--- src/shared/flash_front_pkg.sv ---
// Constants, opcodes, widths and state types of the serial flash bus front end.
// Assumes a single 20 MHz core clock that oversamples every bus pin.
package flash_front_pkg;

   // ---------------------------------------------------------------
   // Clocking
   // ---------------------------------------------------------------
   localparam int CLK_PERIOD_NS = 50; // Core clock period in ns.
   localparam int SYNC_STAGES = 2; // Flip-flops in front of any pin logic.

   // ---------------------------------------------------------------
   // Instruction codes
   // ---------------------------------------------------------------
   localparam logic [7:0] OP_READ = 8'h03; // Plain single-line read.
   localparam logic [7:0] OP_FAST_READ = 8'h0b; // Single-line fast read.
   localparam logic [7:0] OP_DUAL_OUT = 8'h3b; // Dual output read.
   localparam logic [7:0] OP_DUAL_IO = 8'hbb; // Dual address and data read.
   localparam logic [7:0] OP_QUAD_OUT = 8'h6b; // Quad output read.
   localparam logic [7:0] OP_QUAD_IO = 8'heb; // Quad address and data read.
   localparam logic [7:0] OP_QUAD_WORD = 8'he7; // Quad word read.
   localparam logic [7:0] OP_QUAD_OCTAL = 8'he3; // Quad octal word read.
   localparam logic [7:0] OP_ENTER_FOUR_PIN = 8'h38; // Enter four-pin instructions.
   localparam logic [7:0] OP_EXIT_FOUR_PIN = 8'hff; // Leave four-pin instructions.
   localparam logic [7:0] OP_SOFT_RESET = 8'h99; // Software reset.

   // ---------------------------------------------------------------
   // Byte framing and address layout
   // ---------------------------------------------------------------
   localparam logic [3:0] BITS_PER_BYTE = 4'h8; // Bits in one transferred byte.
   localparam logic [1:0] ADDR_BYTES = 2'h3; // Address bytes after a read opcode.
   localparam int ADDR_WIDTH = 21; // Bytes 000000h to 1FFFFFh.
   localparam int PAGE_LSB = 8; // 256-byte pages.
   localparam int SECTOR_LSB = 12; // 4 KB sectors of 16 pages.
   localparam int HALF_BLOCK_LSB = 15; // 32 KB blocks of 128 pages.
   localparam int BLOCK_LSB = 16; // 64 KB blocks of 256 pages.
   localparam int PAGE_WIDTH = ADDR_WIDTH - PAGE_LSB; // 8192 pages.
   localparam int SECTOR_WIDTH = ADDR_WIDTH - SECTOR_LSB; // 512 sectors.
   localparam int HALF_BLOCK_WIDTH = ADDR_WIDTH - HALF_BLOCK_LSB; // 64 half-blocks.
   localparam int BLOCK_WIDTH = ADDR_WIDTH - BLOCK_LSB; // 32 blocks.

   // ---------------------------------------------------------------
   // Reset values and fill byte
   // ---------------------------------------------------------------
   localparam logic [7:0] IDLE_FILL_BYTE = 8'hff; // Shifted out on underrun.
   localparam logic [1:0] PROTECT_HW_MODE = 2'h1; // Protect bits for pin control.
   localparam logic FOUR_PIN_RESET = 1'b0; // Serial instruction mode at reset.

   // ---------------------------------------------------------------
   // Types
   // ---------------------------------------------------------------
   typedef enum logic [1:0] {LANE1, LANE2, LANE4} lanes_type; // Data lines used.
   typedef enum logic [2:0] {PH_OPCODE, PH_ADDR, PH_DATA_IN, PH_DATA_OUT} phase_type;

endpackage : flash_front_pkg

--- src/logic/flash_front.sv ---
// Serial bus front end of a 2 MB NOR flash: opcode, address and data capture,
// read-data shifting on one, two or four lines, pause handling and address decode.
// Assumes the bus pins arrive asynchronously and the serial clock is far slower
// than i_clk; the array engine sits behind the receive and transmit streams.
`timescale 1ns/10ps
module flash_front
   import flash_front_pkg::*;
(
   input wire logic i_clk, // Core clock, 20 MHz.
   input wire logic i_arst_n, // Asynchronous reset, active low.
   input wire logic i_sclk, // Serial clock from the host.
   input wire logic i_cs_n, // Chip select, active low.
   input wire logic i_data_line0, // Data line 0, also serial_in_pin.
   input wire logic i_data_line1, // Data line 1, serial output in single mode.
   input wire logic i_data_line2, // Data line 2, or write-protect pin (low active).
   input wire logic i_data_line3, // Data line 3, or pause pin (low active).
   output logic o_data_line0, // Driven level of data line 0.
   output logic o_data_line1, // Driven level of data line 1.
   output logic o_data_line2, // Driven level of data line 2.
   output logic o_data_line3, // Driven level of data line 3.
   output logic o_data_line0_oe_n, // Low while line 0 is driven.
   output logic o_data_line1_oe_n, // Low while line 1 is driven.
   output logic o_data_line2_oe_n, // Low while line 2 is driven.
   output logic o_data_line3_oe_n, // Low while line 3 is driven.
   input wire logic i_quad_enable_bit, // Non-volatile quad enable.
   input wire logic [1:0] i_status_protect_bits, // Status protection selection.
   output logic o_status_write_allowed, // Status writes currently permitted.
   output logic o_four_pin_instruction_mode, // Four-pin instruction mode active.
   output logic o_selected, // Chip selected and armed.
   output logic o_paused, // Pause in force.
   output logic o_rx_valid, // Received byte waiting.
   output logic [7:0] o_rx_data, // Received byte.
   output logic o_rx_is_opcode, // Received byte is an opcode.
   input wire logic i_rx_ready, // Consumer takes the received byte.
   output logic o_rx_overflow, // Sticky: a byte arrived while the buffer was full.
   input wire logic i_tx_valid, // Read byte offered.
   input wire logic [7:0] i_tx_data, // Read byte.
   output logic o_tx_ready, // One-cycle pulse: read byte taken.
   output logic o_addr_valid, // One-cycle pulse: address decoded.
   output logic [PAGE_WIDTH-1:0] o_page, // Page index.
   output logic [SECTOR_WIDTH-1:0] o_sector, // Sector index.
   output logic [HALF_BLOCK_WIDTH-1:0] o_half_block, // 32 KB block index.
   output logic [BLOCK_WIDTH-1:0] o_block, // 64 KB block index.
   output logic o_cmd_rejected // One-cycle pulse: quad opcode without quad enable.
);

   // ---------------------------------------------------------------
   // Functions
   // ---------------------------------------------------------------

   // Number of bits one serial clock moves on the given lanes.
   function automatic logic [3:0] lane_bits(input lanes_type lanes);
      case (lanes)
         LANE2: lane_bits = 4'h2;
         LANE4: lane_bits = 4'h4;
         default: lane_bits = 4'h1;
      endcase
   endfunction : lane_bits

   // Shifts the sampled lines into a byte, most significant bits first.
   function automatic logic [7:0] shift_in(input logic [7:0] cur, input lanes_type lanes,
                                           input logic [3:0] dq);
      case (lanes)
         LANE2: shift_in = {cur[5:0], dq[1:0]};
         LANE4: shift_in = {cur[3:0], dq};
         default: shift_in = {cur[6:0], dq[0]};
      endcase
   endfunction : shift_in

   // True for the quad read opcodes.
   function automatic logic is_quad_read(input logic [7:0] op);
      is_quad_read = (op == OP_QUAD_OUT) || (op == OP_QUAD_IO) ||
                     (op == OP_QUAD_WORD) || (op == OP_QUAD_OCTAL);
   endfunction : is_quad_read

   // ---------------------------------------------------------------
   // Pin synchronisers
   // ---------------------------------------------------------------
   logic [SYNC_STAGES-1:0] sclk_sync_q; // Serial clock synchroniser.
   logic [SYNC_STAGES-1:0] cs_sync_q; // Chip select synchroniser.
   logic [SYNC_STAGES-1:0] dq_sync_q [4]; // Data line synchronisers.
   logic sclk_last_q; // Previous synchronised serial clock.
   logic cs_last_q; // Previous synchronised chip select.

   // Every pin passes two flip-flops; only the second stage is read by logic.
   always_ff @(posedge i_clk or negedge i_arst_n)
   begin
      if (!i_arst_n)
      begin
         sclk_sync_q <= '0;
         cs_sync_q <= '1;
         sclk_last_q <= 1'b0;
         cs_last_q <= 1'b1;
         for (int i = 0; i < 4; i++) dq_sync_q[i] <= '1;
      end
      else
      begin
         sclk_sync_q <= {sclk_sync_q[0], i_sclk};
         cs_sync_q <= {cs_sync_q[0], i_cs_n};
         sclk_last_q <= sclk_sync_q[1];
         cs_last_q <= cs_sync_q[1];
         dq_sync_q[0] <= {dq_sync_q[0][0], i_data_line0};
         dq_sync_q[1] <= {dq_sync_q[1][0], i_data_line1};
         dq_sync_q[2] <= {dq_sync_q[2][0], i_data_line2};
         dq_sync_q[3] <= {dq_sync_q[3][0], i_data_line3};
      end
   end

   // ---------------------------------------------------------------
   // Decoded pin events
   // ---------------------------------------------------------------
   wire sclk_level = sclk_sync_q[1];
   wire sclk_rise = sclk_level && !sclk_last_q;
   wire sclk_fall = !sclk_level && sclk_last_q;
   wire cs_low = !cs_sync_q[1];
   wire cs_fall = cs_low && cs_last_q;
   wire cs_rise = !cs_low && !cs_last_q;
   wire [3:0] dq_in = {dq_sync_q[3][1], dq_sync_q[2][1], dq_sync_q[1][1], dq_sync_q[0][1]};

   // ---------------------------------------------------------------
   // State registers
   // ---------------------------------------------------------------
   logic armed_q; // Select has fallen since reset.
   logic four_pin_q, four_pin_d; // Four-pin instruction mode.
   logic paused_q, paused_d; // Pause in force.
   phase_type phase_q, phase_d; // Transfer phase.
   lanes_type addr_lanes_q, addr_lanes_d; // Lanes for the address.
   lanes_type data_lanes_q, data_lanes_d; // Lanes for data.
   logic [7:0] shift_q, shift_d; // Receive shift register.
   logic [3:0] bit_cnt_q, bit_cnt_d; // Bits received in this byte.
   logic [1:0] addr_cnt_q, addr_cnt_d; // Address bytes received.
   logic [23:0] addr_q, addr_d; // Address being assembled.
   logic [7:0] out_q, out_d; // Transmit shift register.
   logic [3:0] out_cnt_q, out_cnt_d; // Bits left in the transmit byte.
   logic [3:0] dq_out_d; // Next driven line levels.
   logic [3:0] dq_oe_n_d; // Next line enables.

   // Edges are found only while selected, so the idle clock level between
   // frames never counts, whichever of the two modes the host uses.
   wire active = cs_low && armed_q && !paused_q;
   wire take_rise = active && sclk_rise;
   wire take_fall = active && sclk_fall;

   // Current receive width: four lines for opcodes in four-pin mode.
   wire lanes_type rx_lanes = (phase_q == PH_OPCODE) ? (four_pin_q ? LANE4 : LANE1) :
                              (phase_q == PH_ADDR) ? addr_lanes_q : data_lanes_q;
   wire [7:0] rx_shift = shift_in(shift_q, rx_lanes, dq_in);
   wire [3:0] rx_cnt = bit_cnt_q + lane_bits(rx_lanes);
   wire byte_done = take_rise && (rx_cnt == BITS_PER_BYTE);

   // Opcode classification.
   wire op_quad = is_quad_read(rx_shift);
   wire op_dual = (rx_shift == OP_DUAL_OUT) || (rx_shift == OP_DUAL_IO);
   wire op_read = op_quad || op_dual || (rx_shift == OP_READ) || (rx_shift == OP_FAST_READ);
   wire quad_refused = op_quad && !i_quad_enable_bit;

   // Pause pin is live only outside quad use of line 3.
   wire pause_usable = !i_quad_enable_bit && !four_pin_q && (data_lanes_q != LANE4);
   wire pause_req = pause_usable && cs_low && !dq_in[3];

   // Protect pin is live only while line 2 is not a data line.
   wire protect_pin_low = !i_quad_enable_bit && !dq_in[2];

   // ---------------------------------------------------------------
   // Receive and control next state
   // ---------------------------------------------------------------
   always_comb
   begin
      four_pin_d = four_pin_q;
      phase_d = phase_q;
      addr_lanes_d = addr_lanes_q;
      data_lanes_d = data_lanes_q;
      shift_d = shift_q;
      bit_cnt_d = bit_cnt_q;
      addr_cnt_d = addr_cnt_q;
      addr_d = addr_q;
      if (take_rise)
      begin
         shift_d = rx_shift;
         bit_cnt_d = byte_done ? 4'h0 : rx_cnt;
      end
      if (byte_done)
      begin
         case (phase_q)
            PH_OPCODE:
            begin
               // Width of the following phases comes from the opcode, or is four lines in four-pin mode.
               if (four_pin_q)
               begin
                  addr_lanes_d = LANE4;
                  data_lanes_d = LANE4;
               end
               else if (op_quad)
               begin
                  addr_lanes_d = (rx_shift == OP_QUAD_OUT) ? LANE1 : LANE4;
                  data_lanes_d = LANE4;
               end
               else if (op_dual)
               begin
                  addr_lanes_d = (rx_shift == OP_DUAL_IO) ? LANE2 : LANE1;
                  data_lanes_d = LANE2;
               end
               else
               begin
                  addr_lanes_d = LANE1;
                  data_lanes_d = LANE1;
               end
               addr_cnt_d = 2'h0;
               phase_d = (op_read && !quad_refused) ? PH_ADDR : PH_DATA_IN;
               if ((rx_shift == OP_ENTER_FOUR_PIN) && i_quad_enable_bit)
                  four_pin_d = 1'b1;
               else if ((rx_shift == OP_EXIT_FOUR_PIN) || (rx_shift == OP_SOFT_RESET))
                  four_pin_d = 1'b0;
            end
            PH_ADDR:
            begin
               addr_d = {addr_q[15:0], rx_shift};
               addr_cnt_d = addr_cnt_q + 2'h1;
               if (addr_cnt_q == ADDR_BYTES - 2'h1)
                  phase_d = PH_DATA_OUT;
            end
            default:
            begin
               // Data-in bytes only go to the receive stream.
               phase_d = phase_q;
            end
         endcase
      end
      if (cs_rise)
      begin
         // Partial instruction abandoned on deselect.
         phase_d = PH_OPCODE;
         bit_cnt_d = 4'h0;
         data_lanes_d = LANE1;
      end
   end

   // ---------------------------------------------------------------
   // Pause next state
   // ---------------------------------------------------------------
   // A change of the pause pin applies at once while the clock is low; with
   // the clock high it waits until the clock has fallen.
   always_comb
   begin
      paused_d = paused_q;
      if (!pause_usable || !cs_low)
         paused_d = 1'b0;
      else if (!sclk_level)
         paused_d = pause_req;
   end

   // ---------------------------------------------------------------
   // Transmit next state
   // ---------------------------------------------------------------
   wire need_byte = take_fall && (phase_q == PH_DATA_OUT) && (out_cnt_q == 4'h0);
   wire [7:0] tx_byte = i_tx_valid ? i_tx_data : IDLE_FILL_BYTE;
   wire [7:0] tx_cur = need_byte ? tx_byte : out_q;
   wire [3:0] tx_step = lane_bits(data_lanes_q);
   wire driving = active && (phase_q == PH_DATA_OUT);

   // Shifts out the top bits of the current byte on each falling edge.
   always_comb
   begin
      out_d = out_q;
      out_cnt_d = out_cnt_q;
      dq_out_d = {o_data_line3, o_data_line2, o_data_line1, o_data_line0};
      if (take_fall && (phase_q == PH_DATA_OUT))
      begin
         case (data_lanes_q)
            LANE4: dq_out_d = tx_cur[7:4];
            LANE2: dq_out_d = {2'b11, tx_cur[7:6]};
            default: dq_out_d = {2'b11, tx_cur[7], 1'b1};
         endcase
         out_d = tx_cur << tx_step;
         out_cnt_d = (need_byte ? BITS_PER_BYTE : out_cnt_q) - tx_step;
      end
      if (cs_rise)
         out_cnt_d = 4'h0;
      case (data_lanes_q)
         LANE4: dq_oe_n_d = driving ? 4'b0000 : 4'b1111;
         LANE2: dq_oe_n_d = driving ? 4'b1100 : 4'b1111;
         default: dq_oe_n_d = driving ? 4'b1101 : 4'b1111;
      endcase
   end

   // ---------------------------------------------------------------
   // Control registers
   // ---------------------------------------------------------------
   always_ff @(posedge i_clk or negedge i_arst_n)
   begin
      if (!i_arst_n)
      begin
         armed_q <= 1'b0;
         four_pin_q <= FOUR_PIN_RESET;
         paused_q <= 1'b0;
         phase_q <= PH_OPCODE;
         addr_lanes_q <= LANE1;
         data_lanes_q <= LANE1;
         shift_q <= 8'h00;
         bit_cnt_q <= 4'h0;
         addr_cnt_q <= 2'h0;
         addr_q <= 24'h000000;
      end
      else
      begin
         armed_q <= armed_q || cs_fall;
         four_pin_q <= four_pin_d;
         paused_q <= paused_d;
         phase_q <= phase_d;
         addr_lanes_q <= addr_lanes_d;
         data_lanes_q <= data_lanes_d;
         shift_q <= shift_d;
         bit_cnt_q <= bit_cnt_d;
         addr_cnt_q <= addr_cnt_d;
         addr_q <= addr_d;
      end
   end

   // ---------------------------------------------------------------
   // Transmit registers and pin drivers
   // ---------------------------------------------------------------
   always_ff @(posedge i_clk or negedge i_arst_n)
   begin
      if (!i_arst_n)
      begin
         out_q <= 8'h00;
         out_cnt_q <= 4'h0;
         {o_data_line3, o_data_line2, o_data_line1, o_data_line0} <= 4'hf;
         {o_data_line3_oe_n, o_data_line2_oe_n, o_data_line1_oe_n, o_data_line0_oe_n} <= 4'hf;
         o_tx_ready <= 1'b0;
      end
      else
      begin
         out_q <= out_d;
         out_cnt_q <= out_cnt_d;
         {o_data_line3, o_data_line2, o_data_line1, o_data_line0} <= dq_out_d;
         {o_data_line3_oe_n, o_data_line2_oe_n, o_data_line1_oe_n, o_data_line0_oe_n} <= dq_oe_n_d;
         o_tx_ready <= need_byte && i_tx_valid;
      end
   end

   // ---------------------------------------------------------------
   // Two-entry receive buffer
   // ---------------------------------------------------------------
   // Entry 0 is the output register; entry 1 catches a byte while the consumer
   // stalls, so one stall of a byte time loses nothing.
   logic spare_valid_q; // Entry 1 holds a byte.
   logic [8:0] spare_q; // Entry 1 contents, opcode flag on top.
   wire push = byte_done;
   wire [8:0] push_word = {phase_q == PH_OPCODE, rx_shift};
   wire pop = o_rx_valid && i_rx_ready;
   wire head_free = !o_rx_valid || pop;

   always_ff @(posedge i_clk or negedge i_arst_n)
   begin
      if (!i_arst_n)
      begin
         o_rx_valid <= 1'b0;
         o_rx_data <= 8'h00;
         o_rx_is_opcode <= 1'b0;
         spare_valid_q <= 1'b0;
         spare_q <= 9'h000;
         o_rx_overflow <= 1'b0;
      end
      else
      begin
         if (head_free)
         begin
            // Head refills from the spare entry first, keeping byte order.
            o_rx_valid <= spare_valid_q || push;
            {o_rx_is_opcode, o_rx_data} <= spare_valid_q ? spare_q : push_word;
            spare_valid_q <= spare_valid_q && push;
            if (spare_valid_q && push)
               spare_q <= push_word;
         end
         else if (push && !spare_valid_q)
         begin
            spare_valid_q <= 1'b1;
            spare_q <= push_word;
         end
         o_rx_overflow <= o_rx_overflow || (push && !head_free && spare_valid_q);
      end
   end

   // ---------------------------------------------------------------
   // Status outputs and address decode
   // ---------------------------------------------------------------
   // Sector n starts at n times 4 KB; blocks nest sectors and pages.
   wire [ADDR_WIDTH-1:0] dec_addr = addr_d[ADDR_WIDTH-1:0];
   wire addr_done = byte_done && (phase_q == PH_ADDR) && (addr_cnt_q == ADDR_BYTES - 2'h1);

   always_ff @(posedge i_clk or negedge i_arst_n)
   begin
      if (!i_arst_n)
      begin
         o_status_write_allowed <= 1'b1;
         o_four_pin_instruction_mode <= FOUR_PIN_RESET;
         o_selected <= 1'b0;
         o_paused <= 1'b0;
         o_addr_valid <= 1'b0;
         o_page <= '0;
         o_sector <= '0;
         o_half_block <= '0;
         o_block <= '0;
         o_cmd_rejected <= 1'b0;
      end
      else
      begin
         o_status_write_allowed <= !((i_status_protect_bits == PROTECT_HW_MODE)
                                     && protect_pin_low);
         o_four_pin_instruction_mode <= four_pin_d;
         o_selected <= cs_low && (armed_q || cs_fall);
         o_paused <= paused_d;
         o_addr_valid <= addr_done;
         if (addr_done)
         begin
            o_page <= dec_addr[ADDR_WIDTH-1:PAGE_LSB];
            o_sector <= dec_addr[ADDR_WIDTH-1:SECTOR_LSB];
            o_half_block <= dec_addr[ADDR_WIDTH-1:HALF_BLOCK_LSB];
            o_block <= dec_addr[ADDR_WIDTH-1:BLOCK_LSB];
         end
         o_cmd_rejected <= byte_done && (phase_q == PH_OPCODE) && quad_refused;
      end
   end

endmodule : flash_front

--- config.mk ---
export PLATFORM = sky130hd
export DESIGN_NAME = flash_front
export DESIGN_NICKNAME = d
export VERILOG_FILES = /design/src/shared/flash_front_pkg.sv /design/src/logic/flash_front.sv
export SDC_FILE = /design/constraint.sdc
export NUM_CORES = 1
export LEC_CHECK = 0
export BUFFER_PORTS_ARGS = -buffer_cell sky130_fd_sc_hd__buf_2
export CAP_MARGIN = 20
export CORE_MARGIN = 2
export CORE_UTILIZATION = 55
export DETAILED_ROUTE_END_ITERATION = 10
export HOLD_SLACK_MARGIN = 0.02
export MAX_ROUTING_LAYER = met4
export PLACE_DENSITY = 0.78
export RECOVER_POWER = 100
export SYNTH_ARGS = -nofsm -noshare
export SYNTH_HDL_FRONTEND = slang
export SYNTH_SLANG_ARGS = --single-unit
--- constraint.sdc ---
create_clock -name i_clk -period 6.6 [get_ports i_clk]
set_input_delay 0.33 -clock i_clk [delete_from_list [all_inputs] [get_ports i_clk]]
set_output_delay 0.33 -clock i_clk [all_outputs]
set_load 0.01 [all_outputs]
* Word level (Yosys, flattened, before mapping)
Index checks and enable logic that the tools add are counted.
** Operators by class
- $add $sub $neg :: 3
- Equality and inequality tests :: 24
- Shift-type cells :: 1
- Muxes and demuxes :: 48
- Reductions and logical operators :: 77
** Operators with widths (number)
- 8-bit equality test, second input constant :: 6
- 21-bit two-way mux :: 2
- 9-bit two-way mux :: 4
- 1-bit logical AND :: 32
- 2-bit two-way mux :: 14
- 4-bit two-way mux :: 7
- 3-bit one-hot mux with 2 select lines :: 3
- 8-bit by 6-bit equality test with 1-bit output, second input constant :: 2
- 8-bit two-way mux :: 2
- 4-bit one-hot mux with 2 select lines :: 2
- 8-bit one-hot mux with 2 select lines :: 1
- 1-bit logical NOT :: 15
- 2-bit nonzero test :: 7
- 1-bit logical OR :: 13
- 2-bit AND reduction :: 5
- 1-bit two-way mux :: 9
- 3-bit two-way mux :: 3
- 8-bit by 2-bit equality test with 1-bit output, second input constant :: 1
- 8-bit by 4-bit equality test with 1-bit output, second input constant :: 1
- 8-bit by 7-bit equality test with 1-bit output, second input constant :: 1
- 8-bit by 4-bit left shift with 8-bit output :: 1
- 2-bit by 1-bit equality test with 1-bit output, second input constant :: 3
- 2-bit equality test, second input constant :: 3
- 3-bit AND reduction :: 2
- other kinds (13) :: 14
** Storage, ports and cells
- Register bits :: 137
- Bits of input ports :: 21
- Output and inout port bits :: 59
- Word-level logic and storage cells :: 197

* Logic depth before layout (Yosys ltp)
Gate-level depths: netlist of run 1.
- Depth after elaboration :: 17
- Gate-level depth with buffers :: 14
- Depth with buffers taken out :: 12

* Worst setup path after synthesis of run 1
Ideal clock, no wire load.
- Kind :: reg-to-reg
- Start :: reg phase_q[1]
- End :: reg spare_q[0]
- Setup time :: 0.125 ns
- Arrival time :: 3.480 ns
- Data required time :: 6.475 ns
- Slack :: 2.996 ns
- Stages on the path, launching flop included :: 13
- Path buffers :: 2
- Period minus slack after synthesis :: 3.604 ns
- Cell sequence :: dfrtp_1 clkbuf_1 nor2_1 a22o_1 ha_1 ha_1 fa_1 xor2_1 or4_4 or2_1 buf_2 nor2_8 mux2_2
** On the way
- Word-level cells in the longest chain between the ends :: 11
- Elaborated cells between the ends (all ways) :: 15
- Those cells by class :: add/sub: 1; eq/ne: 5; mux: 3; reduce/logical: 6
** RTL lines
- start: declaration :: RTL line flash_front.sv:126 : phase_type phase_q, phase_d;
- start signal: assignment :: RTL line flash_front.sv:309 : phase_q <= phase_d;
- 3-bit by 1-bit equality test with 1-bit output :: RTL line flash_front.sv:146 : (phase_q == PH_ADDR) ? addr_lanes_q : data_lanes_q;
- 2-bit two-way mux :: RTL line flash_front.sv:146
- 2-bit two-way mux * :: RTL line flash_front.sv:145 : wire lanes_type rx_lanes = (phase_q == PH_OPCODE) ? (four_pin_q ? LANE4 : LANE1) :
- 2-bit equality test / 2-bit by 1-bit equality test with 1-bit output (equally long branches) :: RTL line flash_front.sv:53 : case (lanes)
- 3-bit one-hot mux with 2 select lines * :: RTL line flash_front.sv:53
- 4-bit adder * :: RTL line flash_front.sv:148 : wire [3:0] rx_cnt = bit_cnt_q + lane_bits(rx_lanes);
- 4-bit equality test * :: RTL line flash_front.sv:149 : wire byte_done = take_rise && (rx_cnt == BITS_PER_BYTE);
- 1-bit logical AND * :: RTL line flash_front.sv:149
- 1-bit logical AND (on tied branches) :: RTL line flash_front.sv:373, flash_front.sv:376
- 2-bit by 1-bit inequality test with 1-bit output (no source line) / 2-bit nonzero test (equally long branches)
- 2-bit AND reduction (no source line) *
- end signal: assignment :: RTL line flash_front.sv:374 : spare_q <= push_word;
- end signal: assignment :: RTL line flash_front.sv:379 : spare_q <= push_word;
- end: declaration :: RTL line flash_front.sv:348 : logic [8:0] spare_q;
Mark *: on every way between the ends. The rest lies on a longest branch, timed or not.
A chain may end at the register's enable or synchronous reset.

* Worst setup path after layout of run 1
- Start :: reg phase_q[1]
- End :: reg o_page[7]
** On the way
- Word-level cells in the longest chain between the ends :: 10
- Elaborated cells between the ends (all ways) :: 14
- Those cells by class :: add/sub: 1; eq/ne: 4; mux: 5; reduce/logical: 4
** RTL lines
- 3-bit by 1-bit equality test with 1-bit output :: RTL line flash_front.sv:146, flash_front.sv:184, flash_front.sv:390
- 2-bit two-way mux :: RTL line flash_front.sv:146
- 2-bit two-way mux :: RTL line flash_front.sv:145
- 2-bit equality test / 2-bit by 1-bit equality test with 1-bit output (equally long branches) :: RTL line flash_front.sv:53
- 3-bit one-hot mux with 2 select lines :: RTL line flash_front.sv:53
- 4-bit adder :: RTL line flash_front.sv:148
- 4-bit equality test :: RTL line flash_front.sv:149
- 1-bit logical AND :: RTL line flash_front.sv:149
- 1-bit logical AND (2 in a row) :: RTL line flash_front.sv:390 : wire addr_done = byte_done && (phase_q == PH_ADDR) && (addr_cnt_q == ADDR_BYTES - 2'h1);
- end signal: assignment :: RTL line flash_front.sv:417 : o_page <= dec_addr[ADDR_WIDTH-1:PAGE_LSB];
- end: declaration :: RTL line flash_front.sv:40 : output logic [PAGE_WIDTH-1:0] o_page,
Parallel ways exist; a longest one is shown, timed or not.

==> results.toml, run 1 <==
[synthesis]
synth_top_area_share = 0.413
synth_edf_count = 0
syn_avg_cell_area_um2 = 11.3
synth_area_leader_cell = "dfrtp_1"
syn_area_um2 = 5340
async_flop_share = 1.00
ys_types = 70
synth_ff_type = "dfrtp_1"
synth-seq-cells = 107
yosysSeqAreaShare = 0.506
syn_inst = 473
syn_nets = 509
synth_warnings = 0
synthTopCellsByArea = "dfrtp_1 (41%), dfstp_2 (9.4%), mux2_2 (7.0%), mux2i_1 (4.9%), buf_4 (3.1%)"

[floorplanning]
start_util = 0.572
die_w_um = 103
dieArea_um2 = 10500
pin_count = 80
core_area_um2 = 9330
chipHeight_um = 103
rows = 35

[worst_setup_path]
cpLargestDelayFamily = "simple AND/OR/NAND/NOR gates"
crit_chain = "nor2_1, a22o_1, ha_1, ha_1, fa_1, xor2_1, or4_1, nor4_4, nand2_1, mux2_1"
cp_slowest_cell = "nor4_4"
critPathBufInv = 0
crit_path_start_kind = "flop"
critPathMaxFanout = 18
cp.required_ns = 6.85
crit_path_end_kind = "flop"
worstSetupPathType = "flop to flop"
crit_top_cell = "ha_1"
crit_arrival_ns = 5.05
reg2reg_slack_ns = 1.79
cpPeakStageDelay_ns = 0.68

[sta]
fin_crit_ns = 4.81
finalSetupTns_ns = 0
setup_ws_ns = 1.79
rsz0062_at_grt = "no"
period_share = 0.728
fmax_mhz = 208
setup_viol = 0
tightest_slew_ns = 2.80
finalMaxSlewViolations = 55
fin_skew_ns = 0.0144
hold_viol_final = 0
maxSlewHeadroom = -0.868

[detailed_routing]
viasPerCell = 5.66
drc = 0
ant_nets = 0
dr.pass1.iters = 7
wirelength_um = 10600
initialDrtViolationCount = 138
vias = 3712
avgRoutedWirePerCell_um = 16.1

[cts]
clkLatencyLatePin_ns = 0.37
cts.htree.levels = 3
hold_buffers = 1
clock-sinks = 107
clk_pin_slew_ns = 0.10
cts_buffer_depth = 2
ctsResizeCount = 0
cts_buffers = 9
post_cts_buffers = 0
cts-root-buf = "clkbuf_8"
cts_tree = "yes"

[min_path]
hp-class = "primary input to flop"

[layout]
diodes = 0
finish.net_count = 559
utilization = 0.610
syn2layout_area_growth_pct = 6.66
mostFrequentLayoutCell = "dfrtp_1"
layout-drive-gt1-share = 0.175
num-fill-cells = 835
layout_common_cells = "dfrtp_1 (88), clkbuf_1 (61), nand2_1 (39), mux2_2 (32), o21ai_0 (31)"

[power_and_ir_drop]
pwr-share-seq = 0.564
ir_drop_v = 0.000162
combPwrFrac = 0.155
swShare = 0.297
cell_internal_pwr_uw = 909
p_sw_uw = 384
power_density_nw_per_um2 = 227
p_leak_uw = 0.00256
power_frac_clock = 0.281

[placement]
numPortBuffers = 79
gp_congestion = 0.915
hpwl_um = 7660
pre_cts_ws_ns = 2.04

[outcome]
status = "finished, violations left"
violations = "capacitance limit, slew limit"

[global_route]
grt_max_degree = 55
grt_first_pass_wirelength_um = 17400
antenna_found_initial = 0
grt_util_all_layers = 0.220
grt_pass1_vias = 3495
grt_overflow_total = 0

[run]
cap_violations = 1
sequential cells by signal, indices dropped and copies added (netlist names), 2 cells and up:
name,count
addr_q,13
o_page,13
spare_q,9
o_rx_data,8
out_q,8
shift_q,7
bit_cnt_q,4
dq_in,4
dq_sync_q,4
out_cnt_q,4
addr_cnt_q,2
addr_lanes_q,2
cs_sync_q,2
data_lanes_q,2
phase_q,2
sclk_sync_q,2
final timing paths:
| path | startpoint | endpoint | cells after the start |
|---|---|---|---|
| min in group asynchronous | i_arst_n | o_tx_ready$_DFF_PN0_ | 2 |
| min reg2reg | dq_sync_q[4]$_DFF_PN1_ | dq_in[1]$_DFF_PN1_ | 0 |
| max reg2reg | phase_q[1]$_DFFE_PN0P_ | o_page[7]$_DFFE_PN0P_ | 10 |
| min | i_cs_n | cs_sync_q[0]$_DFF_PN1_ | 1 |
| max in group asynchronous | i_arst_n | shift_q[2]$_DFFE_PN0P_ | 3 |
| max | phase_q[1]$_DFFE_PN0P_ | o_page[7]$_DFFE_PN0P_ | 10 |
power groups by stage:
stage / registers (uW) / logic [uW] / clock network, uW
finish: 729 / 201 / 363
global route: 734 / 228 / 403
CTS: 729 / 208 / 378
detailed placement: 741 / 206 / 0
global placement: 738 / 204 / 0
floorplan: 741 / 125 / 0
Yosys cell counts, drive strengths merged (4+ instances only):
master / number
nand3: 10
mux2: 44
nor3b: 4
nand2b: 11
o21a: 6
dfstp: 19
ha: 13
nor3: 7
nor2b: 5
dfrtp: 88
buf: 27
mux2i: 26
o31ai: 7
a22oi: 7
clkbuf: 17
or4: 4
o21ai: 31
nor2: 25
inv: 16
and2: 6
a21oi: 10
nand2: 39
routing by layer:
metal / up-vias / part of all wire / global-route usage / wire length (um)
met1: 1840 / 0.46 / 0.309 / 4850
met4: 0 / 0.013 / 0.0687 / 142
met2: 104 / 0.48 / 0.329 / 5050
met5: - / 0 / - / 0
met3: 14 / 0.048 / 0.0366 / 507
li1: 1754 / - / - / -
metrics by stage:
| step | area [um2] | hold WS [ns] | power [uW] | cells |
|---|---|---|---|---|
| final | 5690 | 0.0568 | 1290 | 656 |
| after global routing | 5690 | 0.0302 | 1360 | 656 |
| after CTS | 5840 | 0.0417 | 1310 | 656 |
| after detailed placement | 5660 | 0.339 | 947 | 640 |
| after global placement | 5660 | 0.336 | 942 | 640 |
| after floorplan | 5340 | 0.0344 | 867 | 473 |
logic make-up (layout without fill, tap and decap cells):
logic type | count (synthesis) | in the layout | share of synthesized area
simple gates | 125 | 125 | 0.128
flops | 107 | 107 | 0.506
compound gates | 91 | 91 | 0.112
mux | 70 | 70 | 0.148
buf+inv | 60 | 114 | 0.0598
fa+ha+maj | 16 | 16 | 0.0399
xor+xnor | 4 | 4 | 0.00657
worst reg2reg max path, stage by stage, from the launching register on:
cell	delay, ns
dfrtp_1	0.65
nor2_1	0.10
a22o_1	0.25
ha_1	0.50
ha_1	0.30
fa_1	0.38
xor2_1	0.19
or4_1	0.59
nor4_4	0.68
nand2_1	0.58
mux2_1	0.48
layout make-up:
class	instances	area, um2	area share
Clock buffer	9	124	0.0218
Clock inverter	6	50.0	0.00879
Inverter	16	60.1	0.0106
Multi-Input combinational cell	306	2250	0.395
Sequential cell	107	2700	0.475
Tap cell	129	161	0.0284
Timing Repair Buffer	83	349	0.0613
(Power assumes the default switching activity.)
==> run 2, diff against run 1 <==
--- a/config.mk
+++ b/config.mk
@@ -5,10 +5,11 @@
 export SDC_FILE = /design/constraint.sdc
 export NUM_CORES = 1
 export LEC_CHECK = 0
+export ABC_AREA = 1
 export BUFFER_PORTS_ARGS = -buffer_cell sky130_fd_sc_hd__buf_2
 export CAP_MARGIN = 20
 export CORE_MARGIN = 2
-export CORE_UTILIZATION = 55
+export CORE_UTILIZATION = 52
 export DETAILED_ROUTE_END_ITERATION = 10
 export HOLD_SLACK_MARGIN = 0.02
 export MAX_ROUTING_LAYER = met4
==> constraint.sdc (replaced) <==
create_clock -name i_clk -period 4.3 [get_ports i_clk]
set_input_delay 0.215 -clock i_clk [delete_from_list [all_inputs] [get_ports i_clk]]
set_output_delay 0.215 -clock i_clk [all_outputs]
set_load 0.01 [all_outputs]
==> results.toml, run 2 <==
[sta]
rsz0062_at_grt = "no"
period_share = 0.875
finalMaxSlewViolations = 127
maxSlewHeadroom = -0.195
fin_crit_ns = 3.76
fin_skew_ns = 0.0115
finalSetupTns_ns = 0
tightest_slew_ns = 1.79
setup_viol = 0
setup_ws_ns = 0.537
fmax_mhz = 266
hold_viol_final = 0

[worst_setup_path]
critPathMaxFanout = 15
crit_arrival_ns = 4.06
crit_path_end_kind = "flop"
cp.required_ns = 4.60
r2r_cells = 15
worstSetupPathType = "flop to flop"
crit_path_start_kind = "flop"

[global_route]
grt_pass1_vias = 4399
grt_first_pass_wirelength_um = 19900
grt_util_all_layers = 0.224
grt_overflow_total = 0
grt_use_met1 = 0.288
grt_busiest_layer = "met2"
antenna_found_initial = 0
grt_max_degree = 75
met3_usage = 0.0328
use_met2 = 0.351

[min_path]
hp-class = "primary input to flop"
hold_depth = 2

[cts]
clock-sinks = 107
cts-root-buf = "clkbuf_8"
cts_tree = "yes"
cts.htree.levels = 3
cts_buffer_depth = 2
clk_pin_slew_ns = 0.10
cts_buffers = 9
post_cts_buffers = 0
clkLatencyLatePin_ns = 0.38
ctsResizeCount = 0

[placement]
hpwl_um = 8510
pre_cts_ws_ns = 0.575
gp_congestion = 0.903
numPortBuffers = 79

[layout]
mostFrequentLayoutCell = "nand2_1"
num-fill-cells = 991
syn2layout_area_growth_pct = 7.70
reg_top3 = "addr_q: 13 flops, o_page: 13 flops, spare_q: 9 flops"
layout-drive-gt1-share = 0.0867
finish.net_count = 758
diodes = 0
layout_common_cells = "nand2_1 (195), dfrtp_1 (88), inv_1 (81), clkbuf_1 (58), o21ai_0 (55)"

[power_and_ir_drop]
pwr-share-seq = 0.502
p_leak_uw = 0.00295
swShare = 0.304
cell_internal_pwr_uw = 1570
combPwrFrac = 0.185
power_density_nw_per_um2 = 382
ir_drop_v = 0.000203
power_frac_clock = 0.313
p_sw_uw = 686

[detailed_routing]
initialDrtViolationCount = 245
avgRoutedWirePerCell_um = 13.7
dr.pass1.iters = 5
wirelength_um = 11900
ant_nets = 0
viasPerCell = 5.25
vias = 4529
drc = 0

[floorplanning]
dieArea_um2 = 11400
start_util = 0.534
rows = 37
pin_count = 80
chipHeight_um = 107
die_w_um = 107
core_area_um2 = 10300

[synthesis]
ys_types = 38
syn_avg_cell_area_um2 = 8.28
syn_area_um2 = 5490
synth_area_leader_cell = "dfrtp_1"
synth_common_cells = "nand2_1 (194), dfrtp_1 (88), inv_1 (78), nor2_1 (51), nand3_1 (49)"
yosysSeqAreaShare = 0.492
synth-seq-cells = 107
synth_edf_count = 0
synthTopCellsByArea = "dfrtp_1 (40%), nand2_1 (13%), dfstp_2 (9.1%), inv_1 (5.3%), nand3_1 (4.5%)"
synth_warnings = 0
syn_inst = 663
yosysMostFrequentCell = "nand2_1"
synth_ff_type = "dfrtp_1"
async_flop_share = 1.00
synth_top_area_share = 0.401
syn_nets = 699

[outcome]
violations = "capacitance limit, slew limit"
status = "finished, violations left"

[run]
cap_violations = 3
==> run 2: cell count changes after synthesis, moves of 26 or more <==
cell     change
inv_1       +63
mux2_2      -33
mux2i_1     -26
nand2_1    +156
nand3_1     +39
nor2_1      +27
==> run 2: cell type report <==
class | count | area [um2] | share of cell area
repair buffers | 88 | 408 | 0.0690
multi-input cells | 433 | 2090 | 0.353
inverters | 83 | 312 | 0.0527
flip-flops and latches | 107 | 2700 | 0.457
clock buffers | 11 | 151 | 0.0256
clock inverters | 5 | 82.6 | 0.0140
well taps | 136 | 170 | 0.0288
==> run 2: logic make-up (layout without fill, tap and decap cells) <==
family | after synthesis | count (layout) | share of synthesized area
simple gates | 322 | 322 | 0.256
compound gates | 92 | 92 | 0.103
xor+xnor | 4 | 4 | 0.00638
fa+ha+maj | 15 | 15 | 0.0369
flops | 107 | 107 | 0.492
buf+inv | 123 | 187 | 0.106
==> run 2: worst max-delay path: stages (launching register included) <==
cell and delay, ns:
dfrtp_1 0.42, inv_1 0.06, nor2_1 0.03, inv_1 0.23, nor2_1 0.07, nor3_1 0.31
ha_1 0.48, ha_1 0.31, fa_1 0.45, inv_1 0.07, nand2_1 0.07, nor3_2 0.27
nand2_4 0.14, nor2_1 0.44, nand2_1 0.15, o21ai_0 0.18
==> run 2: path summary, 6_finish.rpt <==
check                                         start                                to  slack, ns
max                          phase_q[0]$_DFFE_PN0P_       data_lanes_q[0]$_DFFE_PN0P_       0.54
min                        i_status_protect_bits[1]  o_status_write_allowed$_DFF_PN1_       0.06
max reg2reg                  phase_q[0]$_DFFE_PN0P_       data_lanes_q[0]$_DFFE_PN0P_       0.54
min reg2reg                  dq_sync_q[4]$_DFF_PN1_                dq_in[1]$_DFF_PN1_       0.36
max in group asynchronous                  i_arst_n             addr_q[5]$_DFFE_PN0P_       1.06
min in group asynchronous                  i_arst_n          sclk_sync_q[0]$_DFF_PN0_       0.86
==> run 2: metrics by stage <==
step	util	cells	hold WS (ns)	cell area [um2]	total power, uW
2_1_floorplan	-	663	-0.0806	5490	1430
3_3_place_gp	0.564	839	0.320	5800	1570
3_5_place_dp	0.564	839	0.321	5800	1580
4_1_cts	0.595	863	0.0555	6110	2290
5_1_grt	0.576	863	0.0681	5920	2380
6_report	0.576	863	0.0582	5920	2260
==> run 2: what timing repair did <==
| action | 4_1_cts | 5_1_grt |
|---|---|---|
| setup endpoints to repair | 0 | 0 |
| endpoints found under the hold margin | 61 | 0 |
| hold buffers | 8 | 0 |
==> run 2: per-layer routing <==
layer	up-vias	part of all wire
li1	2198	-
met3	24	0.060
met2	167	0.48
met5	-	0
met4	0	0.025
met1	2140	0.44
==> run 2: power groups by stage <==
stage / clock [uW] / sequential, uW / combinational [uW]
finish: 707 / 1130 / 418
global route: 763 / 1140 / 475
CTS: 725 / 1130 / 433
detailed placement: 0 / 1150 / 426
global placement: 0 / 1150 / 420
floorplan: 0 / 1150 / 272
==> run 3, diff against run 2 <==
--- a/config.mk
+++ b/config.mk
@@ -8,6 +8,7 @@
 export ABC_AREA = 1
 export BUFFER_PORTS_ARGS = -buffer_cell sky130_fd_sc_hd__buf_2
 export CAP_MARGIN = 20
+export CORE_ASPECT_RATIO = 0.6
 export CORE_MARGIN = 2
 export CORE_UTILIZATION = 52
 export DETAILED_ROUTE_END_ITERATION = 10
==> results.toml, run 3 (synthesis gave the netlist of run 2 again) <==
[cts]
clock-sinks = 107
cts_buffer_depth = 2
cts-root-buf = "clkbuf_16"
post_cts_buffers = 0
cts_tree = "yes"
clk_pin_slew_ns = 0.08
ctsResizeCount = 0
clkLatencyLatePin_ns = 0.35
cts.htree.levels = 3
cts_buffers = 9
hold_buffers = 8

[sta]
fin_crit_ns = 3.74
finalMaxSlewViolations = 127
period_share = 0.870
maxSlewHeadroom = -0.370
finalSetupTns_ns = 0
fmax_mhz = 267
hold_viol_final = 0
tightest_slew_ns = 2.05
setup_viol = 0
rsz0062_at_grt = "no"
fin_skew_ns = 0.0109

[layout]
finish.net_count = 758
diodes = 0
layout-drive-gt1-share = 0.0853
mostFrequentLayoutCell = "nand2_1"
area.sequential_um2 = 2700
layout_common_cells = "nand2_1 (195), dfrtp_1 (88), inv_1 (81), clkbuf_1 (59), o21ai_0 (55)"
reg_top3 = "addr_q: 13 flops, o_page: 13 flops, spare_q: 9 flops"
syn2layout_area_growth_pct = 9.04
multi_input_area_um2 = 2090
final_cells = 866
num-fill-cells = 975

[detailed_routing]
dr.pass1.iters = 7
vias = 4595
wirelength_um = 13000
avgRoutedWirePerCell_um = 15.1
drc = 0
initialDrtViolationCount = 517
viasPerCell = 5.31
ant_nets = 0

[worst_setup_path]
critPathMaxFanout = 25
crit_path_end_kind = "flop"
reg2reg_slack_ns = 0.56
crit_arrival_ns = 4.01
critPathBufInv = 3
crit_chain = "inv_1, nor2_1, inv_1, nor2_1, nor3_1, ha_1, ha_1, fa_1, inv_1, nand2_1, nor3_2, nand2_4, nor2_8, nand2_4, o21ai_0"
crit_path_start_kind = "flop"
critPathLaunch = "phase_q[0]$_DFFE_PN0P_"
r2r-start = "phase_q[0]$_DFFE_PN0P_"
crit_cells = 15
cpPeakStageDelay_ns = 0.47
crit_top_cell = "inv_1"
r2r_end = "o_page[7]$_DFFE_PN0P_"
cp_slowest_cell = "ha_1"
cp.required_ns = 4.57
r2r_cells = 15
cp-endpoint = "o_page[7]$_DFFE_PN0P_"
cpLargestDelayFamily = "simple AND/OR/NAND/NOR gates"
worstSetupPathType = "flop to flop"

[global_route]
grt_pass1_vias = 4258
grt_max_degree = 70
antenna_found_initial = 0
grt_overflow_total = 0
grt_util_all_layers = 0.242
grt_first_pass_wirelength_um = 20900

[floorplanning]
die_w_um = 137
pin_count = 80
chipHeight_um = 83.6
dieArea_um2 = 11400
start_util = 0.527
rows = 29
core_area_um2 = 10400

[power_and_ir_drop]
power_density_nw_per_um2 = 400
ir_drop_v = 0.000261
p_leak_uw = 0.00297

[outcome]
violations = "capacitance limit, slew limit"
status = "finished, violations left"

[placement]
dp_cells = 842
numPortBuffers = 79
gp_congestion = 0.956
hpwl_um = 9470

[min_path]
hold_start = "i_status_protect_bits[1]"
hp-class = "primary input to flop"

[run]
cap_violations = 3
run 3: cell types whose count changed in the layout (fill, tap and decap cells not counted), sizes merged:
cell and change:
inv +1, clkinv +2, clkbuf -1, bufinv -2, buf -1, clkinvlp +1
run 3: per-stage QoR:
step                area, um2  setup slack, ns  power, uW  utilization  hold slack, ns
finish                   5990            0.557       2400        0.575          0.0547
floorplan                5490             1.30       1430            -         -0.0806
CTS                      6190            0.488       2420        0.594          0.0504
detailed placement       5800            0.532       1590        0.557           0.321
global route             5990            0.103       2510        0.575          0.0455
global placement         5800            0.734       1580        0.557           0.321
run 3: metal layers:
layer / up-vias / track usage / part of all wire
met1: 2177 / 0.362 / 0.48
met2: 203 / 0.327 / 0.42
met4: 0 / 0.0483 / 0.0082
met5: - / - / 0
li1: 2204 / - / -
met3: 11 / 0.0704 / 0.090
run 3: power by group:
group          leakage [uW]  total, uW  internal (uW)  switching (uW)
Sequential          0.00134       1130           1080            47.4
Clock              0.000145        827            413             413
Combinational       0.00149        439            127             312
Total               0.00297       2400           1620             773
run 3: area by class of cell:
class	count	share of cell area
Inverter	83	0.0520
Clock inverter	7	0.0134
Tap cell	139	0.0290
Timing Repair Buffer	88	0.0679
Multi-Input combinational cell	433	0.349
Sequential cell	107	0.451
Clock buffer	9	0.0376
run 3: worst min path at each step:
stage                                                  end  slack (ns)  cells past startpoint
after global routing      o_status_write_allowed$_DFF_PN1_        0.05                      2
after detailed placement            cs_sync_q[0]$_DFF_PN1_        0.32                      1
after global placement              cs_sync_q[0]$_DFF_PN1_        0.32                      1
after CTS                 o_status_write_allowed$_DFF_PN1_        0.05                      2
final                     o_status_write_allowed$_DFF_PN1_        0.05                      2
after floorplan                  addr_cnt_q[0]$_DFFE_PN0P_       -0.08                      0
